<file path="config.mk">
export PLATFORM = sky130hd
export DESIGN_NAME = bpra_ctrl
export DESIGN_NICKNAME = d
export VERILOG_FILES = /design/src/hdl/bpra_pkg.sv /design/src/hdl/bpra_ctrl.sv /design/src/hdl/bpra_sync3.sv
export VERILOG_INCLUDE_DIRS = /design/src /design/src/hdl
export SDC_FILE = /design/constraint.sdc
export NUM_CORES = 1
export LEC_CHECK = 0
export ABC_AREA = 1
export BUFFER_PORTS_ARGS = -buffer_cell sky130_fd_sc_hd__clkbuf_2
export CAP_MARGIN = 10
export CORE_ASPECT_RATIO = 1.1
export CORE_MARGIN = 3
export CORE_UTILIZATION = 50
export DETAILED_ROUTE_END_ITERATION = 10
export MAX_ROUTING_LAYER = met4
export PLACE_DENSITY = 0.72
export SYNTH_ARGS = -nofsm -noshare
export SYNTH_HDL_FRONTEND = slang
export SYNTH_SLANG_ARGS = --single-unit
</file>
<file path="constraint.sdc">
create_clock -name mclk -period 1.3 [get_ports mclk]
set_input_delay 0.13 -clock mclk [delete_from_list [all_inputs] [get_ports mclk]]
set_output_delay 0.13 -clock mclk [all_outputs]
set_load 0.005 [all_outputs]
</file>
<file path="src/hdl/bpra_defs.svh">
`ifndef BPRA_DEFS_SVH
`define BPRA_DEFS_SVH

// Control register bit positions
`define BPRA_CTL_INIT_BIT 0
`define BPRA_CTL_INIT_RED_BIT 1
`define BPRA_CTL_W 2
`define BPRA_CTL_RST 2'h0

// Bus reset signalling length in ns and derived cycles
`define BPRA_CLK_NS 10
`define BPRA_BRST_NS 1000
`define BPRA_BRST_CYC ((`BPRA_BRST_NS + `BPRA_CLK_NS - 1) / `BPRA_CLK_NS)
`define BPRA_CNT_W 16

`endif

</file>
<file path="src/hdl/bpra_pkg.sv">
package bpra_pkg;
	typedef enum logic [2:0] {
		BPRA_IDLE,
		BPRA_ACK_WAIT,
		BPRA_ACK_SEND,
		BPRA_ARB_WAIT,
		BPRA_ARB_SEND,
		BPRA_BRST_SEND
	} bpra_state_t;

	typedef struct packed {
		logic ack_req;
		logic arb_req;
		logic brst_req;
		logic reduced;
	} bpra_req_t;

	typedef struct packed {
		logic tx_prefix;
		logic tx_arb_seq;
		logic tx_bus_reset;
	} bpra_tx_t;
endpackage : bpra_pkg

</file>
<file path="src/hdl/bpra_ctrl.sv">
`timescale 1ns/10ps
`include "bpra_defs.svh"

// Behaviour
// - Send ack with prefix at ack gap
// - Ack sends no arbitration sequence
// - Power-up loads register defaults
// - Power-up returns state machines to idle
// - Power-up alone drives no bus reset
// - Control request drives bus reset
// - Own bus reset detected like others
// - Detected bus reset reported to link
// - Own detected reset clears initiate bits
// - Live insertion causes no bus reset
// - Arbitrate only on link request
module bpra_ctrl #(
	parameter int BRST_CYC = `BPRA_BRST_CYC
) (
	input wire logic mclk,
	input wire logic rst,
	input wire logic ctl_wr,
	input wire logic [`BPRA_CTL_W-1:0] ctl_wdata,
	input wire logic ack_req,
	input wire logic arb_req,
	input wire logic ack_gap_pin,
	input wire logic sub_gap_pin,
	input wire logic bus_reset_pin,
	output logic [`BPRA_CTL_W-1:0] ctl_rdata,
	output bpra_pkg::bpra_tx_t tx,
	output logic bus_reset_status,
	output logic busy
);
	import bpra_pkg::*;

	// ****************************************
	// Parameter checks
	// ****************************************
	if (BRST_CYC < 1) begin : g_brst_short
		$error("BRST_CYC must be at least one");
	end
	if (BRST_CYC >= (1 << `BPRA_CNT_W)) begin : g_brst_long
		$error("BRST_CYC exceeds counter width");
	end

	logic ack_gap;
	logic sub_gap;
	logic brst_seen;
	logic brst_seen_d_ff;
	logic brst_edge;
	logic [`BPRA_CTL_W-1:0] ctl_ff;
	logic own_ff;
	logic ack_pend_ff;
	logic arb_pend_ff;
	logic status_ff;
	logic [`BPRA_CNT_W-1:0] cnt_ff;
	bpra_state_t state_ff;
	bpra_state_t nxt_state;
	bpra_tx_t tx_ff;
	bpra_tx_t nxt_tx;
	logic init_req;

	// ****************************************
	// Pin inputs
	// ****************************************
	bpra_sync3 u_sync_ack (
		.mclk(mclk),
		.rst(rst),
		.din(ack_gap_pin),
		.dout(ack_gap)
	);
	bpra_sync3 u_sync_sub (
		.mclk(mclk),
		.rst(rst),
		.din(sub_gap_pin),
		.dout(sub_gap)
	);
	bpra_sync3 u_sync_brst (
		.mclk(mclk),
		.rst(rst),
		.din(bus_reset_pin),
		.dout(brst_seen)
	);

	always_ff @(posedge mclk or posedge rst) begin
		if (rst) begin
			brst_seen_d_ff <= 1'b0;
		end else begin
			brst_seen_d_ff <= brst_seen;
		end
	end

	// Bus reset from any node, own included
	assign brst_edge = brst_seen & ~brst_seen_d_ff;

	// ****************************************
	// Control register
	// ****************************************
	assign init_req = ctl_ff[`BPRA_CTL_INIT_BIT] |
		ctl_ff[`BPRA_CTL_INIT_RED_BIT];

	always_ff @(posedge mclk or posedge rst) begin
		if (rst) begin
			ctl_ff <= `BPRA_CTL_RST;
		end else if (ctl_wr) begin
			ctl_ff <= ctl_wdata;
		end else if (brst_edge && own_ff) begin
			ctl_ff <= `BPRA_CTL_RST;
		end
	end

	// Marks a reset this node itself drove
	// Detection wins, else a cut long reset leaves it stuck
	always_ff @(posedge mclk or posedge rst) begin
		if (rst) begin
			own_ff <= 1'b0;
		end else if (brst_edge) begin
			own_ff <= 1'b0;
		end else if (state_ff == BPRA_BRST_SEND) begin
			own_ff <= 1'b1;
		end
	end

	// ****************************************
	// Pending link requests
	// ****************************************
	always_ff @(posedge mclk or posedge rst) begin
		if (rst) begin
			ack_pend_ff <= 1'b0;
			arb_pend_ff <= 1'b0;
		end else if (brst_edge) begin
			ack_pend_ff <= 1'b0;
			arb_pend_ff <= 1'b0;
		end else begin
			ack_pend_ff <= ack_req | (ack_pend_ff & state_ff != BPRA_ACK_SEND);
			arb_pend_ff <= arb_req | (arb_pend_ff & state_ff != BPRA_ARB_SEND);
		end
	end

	// ****************************************
	// Access state machine
	// ****************************************
	always_comb begin
		nxt_state = state_ff;
		nxt_tx = '0;
		unique case (state_ff)
			BPRA_IDLE: begin
				// No reset from power-up or insertion alone
				if (init_req && !own_ff) begin
					nxt_state = BPRA_BRST_SEND;
				end else if (ack_pend_ff) begin
					nxt_state = BPRA_ACK_WAIT;
				end else if (arb_pend_ff) begin
					nxt_state = BPRA_ARB_WAIT;
				end
			end
			BPRA_ACK_WAIT: begin
				if (ack_gap) begin
					nxt_state = BPRA_ACK_SEND;
				end
			end
			BPRA_ACK_SEND: begin
				nxt_tx.tx_prefix = 1'b1;
				nxt_state = BPRA_IDLE;
			end
			BPRA_ARB_WAIT: begin
				if (sub_gap) begin
					nxt_state = BPRA_ARB_SEND;
				end
			end
			BPRA_ARB_SEND: begin
				nxt_tx.tx_arb_seq = 1'b1;
				nxt_state = BPRA_IDLE;
			end
			BPRA_BRST_SEND: begin
				nxt_tx.tx_bus_reset = 1'b1;
				if (cnt_ff == `BPRA_CNT_W'(BRST_CYC - 1)) begin
					nxt_state = BPRA_IDLE;
				end
			end
		endcase
		if (brst_edge) begin
			nxt_state = BPRA_IDLE;
			nxt_tx = '0;
		end
	end

	always_ff @(posedge mclk or posedge rst) begin
		if (rst) begin
			state_ff <= BPRA_IDLE;
			tx_ff <= '0;
		end else begin
			state_ff <= nxt_state;
			tx_ff <= nxt_tx;
		end
	end

	// ****************************************
	// Bus reset length
	// ****************************************
	always_ff @(posedge mclk or posedge rst) begin
		if (rst) begin
			cnt_ff <= '0;
		end else if (state_ff == BPRA_BRST_SEND) begin
			cnt_ff <= cnt_ff + 1'b1;
		end else begin
			cnt_ff <= '0;
		end
	end

	// ****************************************
	// Status to link
	// ****************************************
	always_ff @(posedge mclk or posedge rst) begin
		if (rst) begin
			status_ff <= 1'b0;
		end else begin
			status_ff <= brst_edge;
		end
	end

	assign ctl_rdata = ctl_ff;
	assign tx = tx_ff;
	assign bus_reset_status = status_ff;
	assign busy = state_ff != BPRA_IDLE;
endmodule : bpra_ctrl

</file>
<file path="src/hdl/bpra_sync3.sv">
`timescale 1ns/10ps
module bpra_sync3 (
	input wire logic mclk,
	input wire logic rst,
	input wire logic din,
	output logic dout
);
	logic s1_ff;
	logic s2_ff;
	logic s3_ff;
	logic dout_ff;

	always_ff @(posedge mclk or posedge rst) begin
		if (rst) begin
			s1_ff <= 1'b0;
			s2_ff <= 1'b0;
			s3_ff <= 1'b0;
		end else begin
			s1_ff <= din;
			s2_ff <= s1_ff;
			s3_ff <= s2_ff;
		end
	end

	// Change accepted once stages two and three agree
	always_ff @(posedge mclk or posedge rst) begin
		if (rst) begin
			dout_ff <= 1'b0;
		end else if (s2_ff == s3_ff) begin
			dout_ff <= s3_ff;
		end
	end

	assign dout = dout_ff;
endmodule : bpra_sync3

</file>
==> results.md <==
* Grt ovf at 0
* Dpl cells at 280
* Clock Pin Slew Worst Setup and Hold Paths at 120 ps
* Die W at 63.8 um
* Power Density at 1380 nW/um2
* Largest net degree at the start of global routing at 42
* R2R setup slack at -10 ps
* Ant. Diodes at 0
* Via count at 1473
* Setup violators final at 1
* Min-delay src: ctl_wr
* Setup crit start kind: flip-flop
* Routability congestion estimate at 0.831
* CP max FO at 11
* Worst-Margin Slew at 209 ps
* Post-Synth XOR/XNOR Area at 0.953%
* Final Cycle Share at 101%
* Slack of the critical path at -10.0 ps
* Area share of and/or/nand/nor cells after synthesis at 28.0%
* GRT Total Usage at 18.0%
* Row count at 22
* Initial antenna violation count at 0
* Yosys reg bits at 41
* Failing checks: negative setup slack
* Initial Utilization at 53.4%
* I/O pin cnt at 17
* CTS tree: yes
* Post-synth cell types at 24
* P_sw at 0.989 mW
* Clock sinks at 41
* Critical path class: flip-flop to flip-flop
* Fin. max-slew vios at 0
* Internal power at 2.18 mW
* Worst hold path type: primary input to flip-flop
* Post-DRT Antenna Nets at 0
* Reg-to-reg startpoint: state_ff[0]$_DFFE_PP0P_
* Final hold violation count at 0
* Hold endpoint: ctl_rdata[0]$_DFFE_PP0P_
* CP arrival at 1610 ps
* H-tree levels at 2
* First-pass GRT wire length at 6060 um
* Mapped Cells at 213
* RR Endpoint: cnt_ff[5]$_DFF_PP0_
* Final wirelength at 3410 um
* RSZ-0062 raised after global routing: true
* PortBufs at 16
* Worst IR Drop VDD at 1.02 mV
* # fillers at 291
* Area grow syn2layout at 24.5%
* Power share of the clock group at 26.0%
* Clock Latency Late Sink at 350 ps
* Vias in the first global route at 1411
* Synth Cell Area at 1840 um2
* Syn_area_per_cell at 8.63 um2
* Adder-Cell Fraction of Synth Area at 2.31%
* Hold depth at 3
* Post-synthesis compound-gate area fraction at 6.67%
* Crit. End Element: flip-flop
* Die height at 69.6 um
* Clock Path Buffers at 2
* Initial DRC Count at 56
* Inserted Clock Buffers at 5
* Share of power burned in registers at 47.9%
* Core box area at 3440 um2
* Overall die area at 4440 um2
* Leak at 1.13 nW
* Sequential share of the synthesized area at 55.8%
* Sw frac at 31.2%
* Final Non-Filler Cells at 305
* Reg2reg path depth at 5
* Mux cell area share after synthesis at 0%
* Net count, final at 267
* Achievable frequency at 763 MHz
* Mapped Nets at 224
* Run status: finished with violations
* Hpwl dp at 2260 um
* Share of layout cells above drive strength 1 at 26.1%
* Max_cap viols at 0
* DR DRC count at 0
* Clock Root Buffer: clkbuf_4
* Combinational share of power at 26.1%
* Total of warnings raised by yosys at 0
* Largest family of logic cells by synthesized area: simple AND/OR/NAND/NOR gates
* Slew headroom at 85.9%
* Vias/cell at 4.83
* Tmin final at 1310 ps
* Worst clock skew at 11.7 ps
* Critical Path RT at 1600 ps
* Place WS at -42.8 ps
* Wire length per cell at 11.2 um
* DRT Pass-1 Iters at 4
## cell usage in the layout, fill, tap and decap left out, types with 6 or more instances in the layout
cell type	netlist	layout
inv_1	27	23
buf_4	0	12
nor2_1	36	32
inv_2	2	6
nand2_1	44	41
a21oi_1	11	11
dfrtp_1	41	39
nand2_2	4	7
clkbuf_2	0	16
dlygate4sd3_1	0	8
nand3_1	14	14
## state kept, by name, indices dropped and copies added (netlist names)
register	flops
cnt_ff	16
state_ff	3
tx	3
ctl_rdata	2
ack_pend_ff	1
arb_pend_ff	1
brst_seen_d_ff	1
bus_reset_status	1
own_ff	1
u_sync_ack.dout	1
u_sync_ack.s1_ff	1
u_sync_ack.s2_ff	1
u_sync_ack.s3_ff	1
u_sync_brst.dout	1
u_sync_brst.s1_ff	1
u_sync_brst.s2_ff	1
u_sync_brst.s3_ff	1
u_sync_sub.dout	1
u_sync_sub.s1_ff	1
u_sync_sub.s2_ff	1
u_sync_sub.s3_ff	1
## metal layers
layer	GRT usage [%]	vias up	wire, um
met5	-	-	0
met1	22.2	686	1590
met3	5.51	6	109
li1	-	756	-
met2	27.1	25	1650
met4	7.67	0	62
## power groups by stage
| stage | clock, mW | combinational, mW | sequential, mW |
|---|---|---|---|
| after floorplan | 0 | 0.480 | 1.52 |
| after global placement | 0 | 0.677 | 1.53 |
| after detailed placement | 0 | 0.689 | 1.54 |
| after CTS | 0.853 | 0.763 | 1.51 |
| after global routing | 0.919 | 0.952 | 1.53 |
| final | 0.824 | 0.827 | 1.52 |
## how the worst max path moves through the flow
stage                                  from                   end  cells past startpoint
floorplan               cnt_ff[0]$_DFF_PP0_  cnt_ff[10]$_DFF_PP0_                      6
global placement        cnt_ff[0]$_DFF_PP0_  cnt_ff[10]$_DFF_PP0_                      7
detailed placement      cnt_ff[0]$_DFF_PP0_  cnt_ff[10]$_DFF_PP0_                      7
CTS                     cnt_ff[0]$_DFF_PP0_  cnt_ff[15]$_DFF_PP0_                      9
global route            cnt_ff[0]$_DFF_PP0_  cnt_ff[15]$_DFF_PP0_                      9
finish              state_ff[0]$_DFFE_PP0P_   cnt_ff[5]$_DFF_PP0_                      5
## area by class of cell
class	count	area, um2	share of cell area, %
Inverter	29	109	4.76
Sequential cell	41	1030	44.9
Clock inverter	2	38.8	1.69
Tap cell	48	60.1	2.62
Timing Repair Buffer	37	270	11.8
Clock buffer	6	41.3	1.80
Multi-Input combinational cell	142	741	32.4
## cell families (layout without fill, tap and decap cells)
logic type | Yosys count | in the layout
fa+ha+maj | 4 | 4
buf+inv | 30 | 74
flops | 41 | 41
xor+xnor | 2 | 2
simple gates | 113 | 113
compound gates | 23 | 23
## critical path, stage by stage, from the launching register on
cell and delay, ps:
dfrtp_1 450, buf_4 150, nand3_1 150, buf_4 230
a21oi_1 150, o21a_1 140
## cell usage after synthesis (all sizes together)
cell type,count,area (um2)
a21oi,11,55.1
buf,1,5.00
dfrtp,41,1030
ha,1,12.5
inv,29,109
maj3,3,30.0
nand2,49,201
nand3,17,100
nand3b,1,7.51
nor2,39,164
nor3,6,35.0
nor3b,1,7.51
o21a,2,15.0
o21ai,9,45.0
o21bai,1,7.51
xor2,2,17.5
## what timing repair did
action / CTS / global route
setup buffers: 4 / 5
resized for setup: 2 / 17
pin swaps: 1 / 2
hold buffers: 8 / 0
hold endpoints to repair: 48 / 0
gates cloned: 0 / 0
endpoints found under the setup margin: 4 / 15
## through the flow
step	area (um2)	hold WS (ps)	utilization, %	TNS (ps)	total power, mW
3_3_place_gp	2020	179	58.6	0	2.21
4_1_cts	2210	15.8	64.2	0	3.12
3_5_place_dp	2020	182	58.6	-42.8	2.23
5_1_grt	2290	37.7	66.5	-804	3.40
6_report	2290	30.7	66.5	-10.0	3.17
2_1_floorplan	1840	161	-	0	2.00
(Power assumes the default switching activity.)
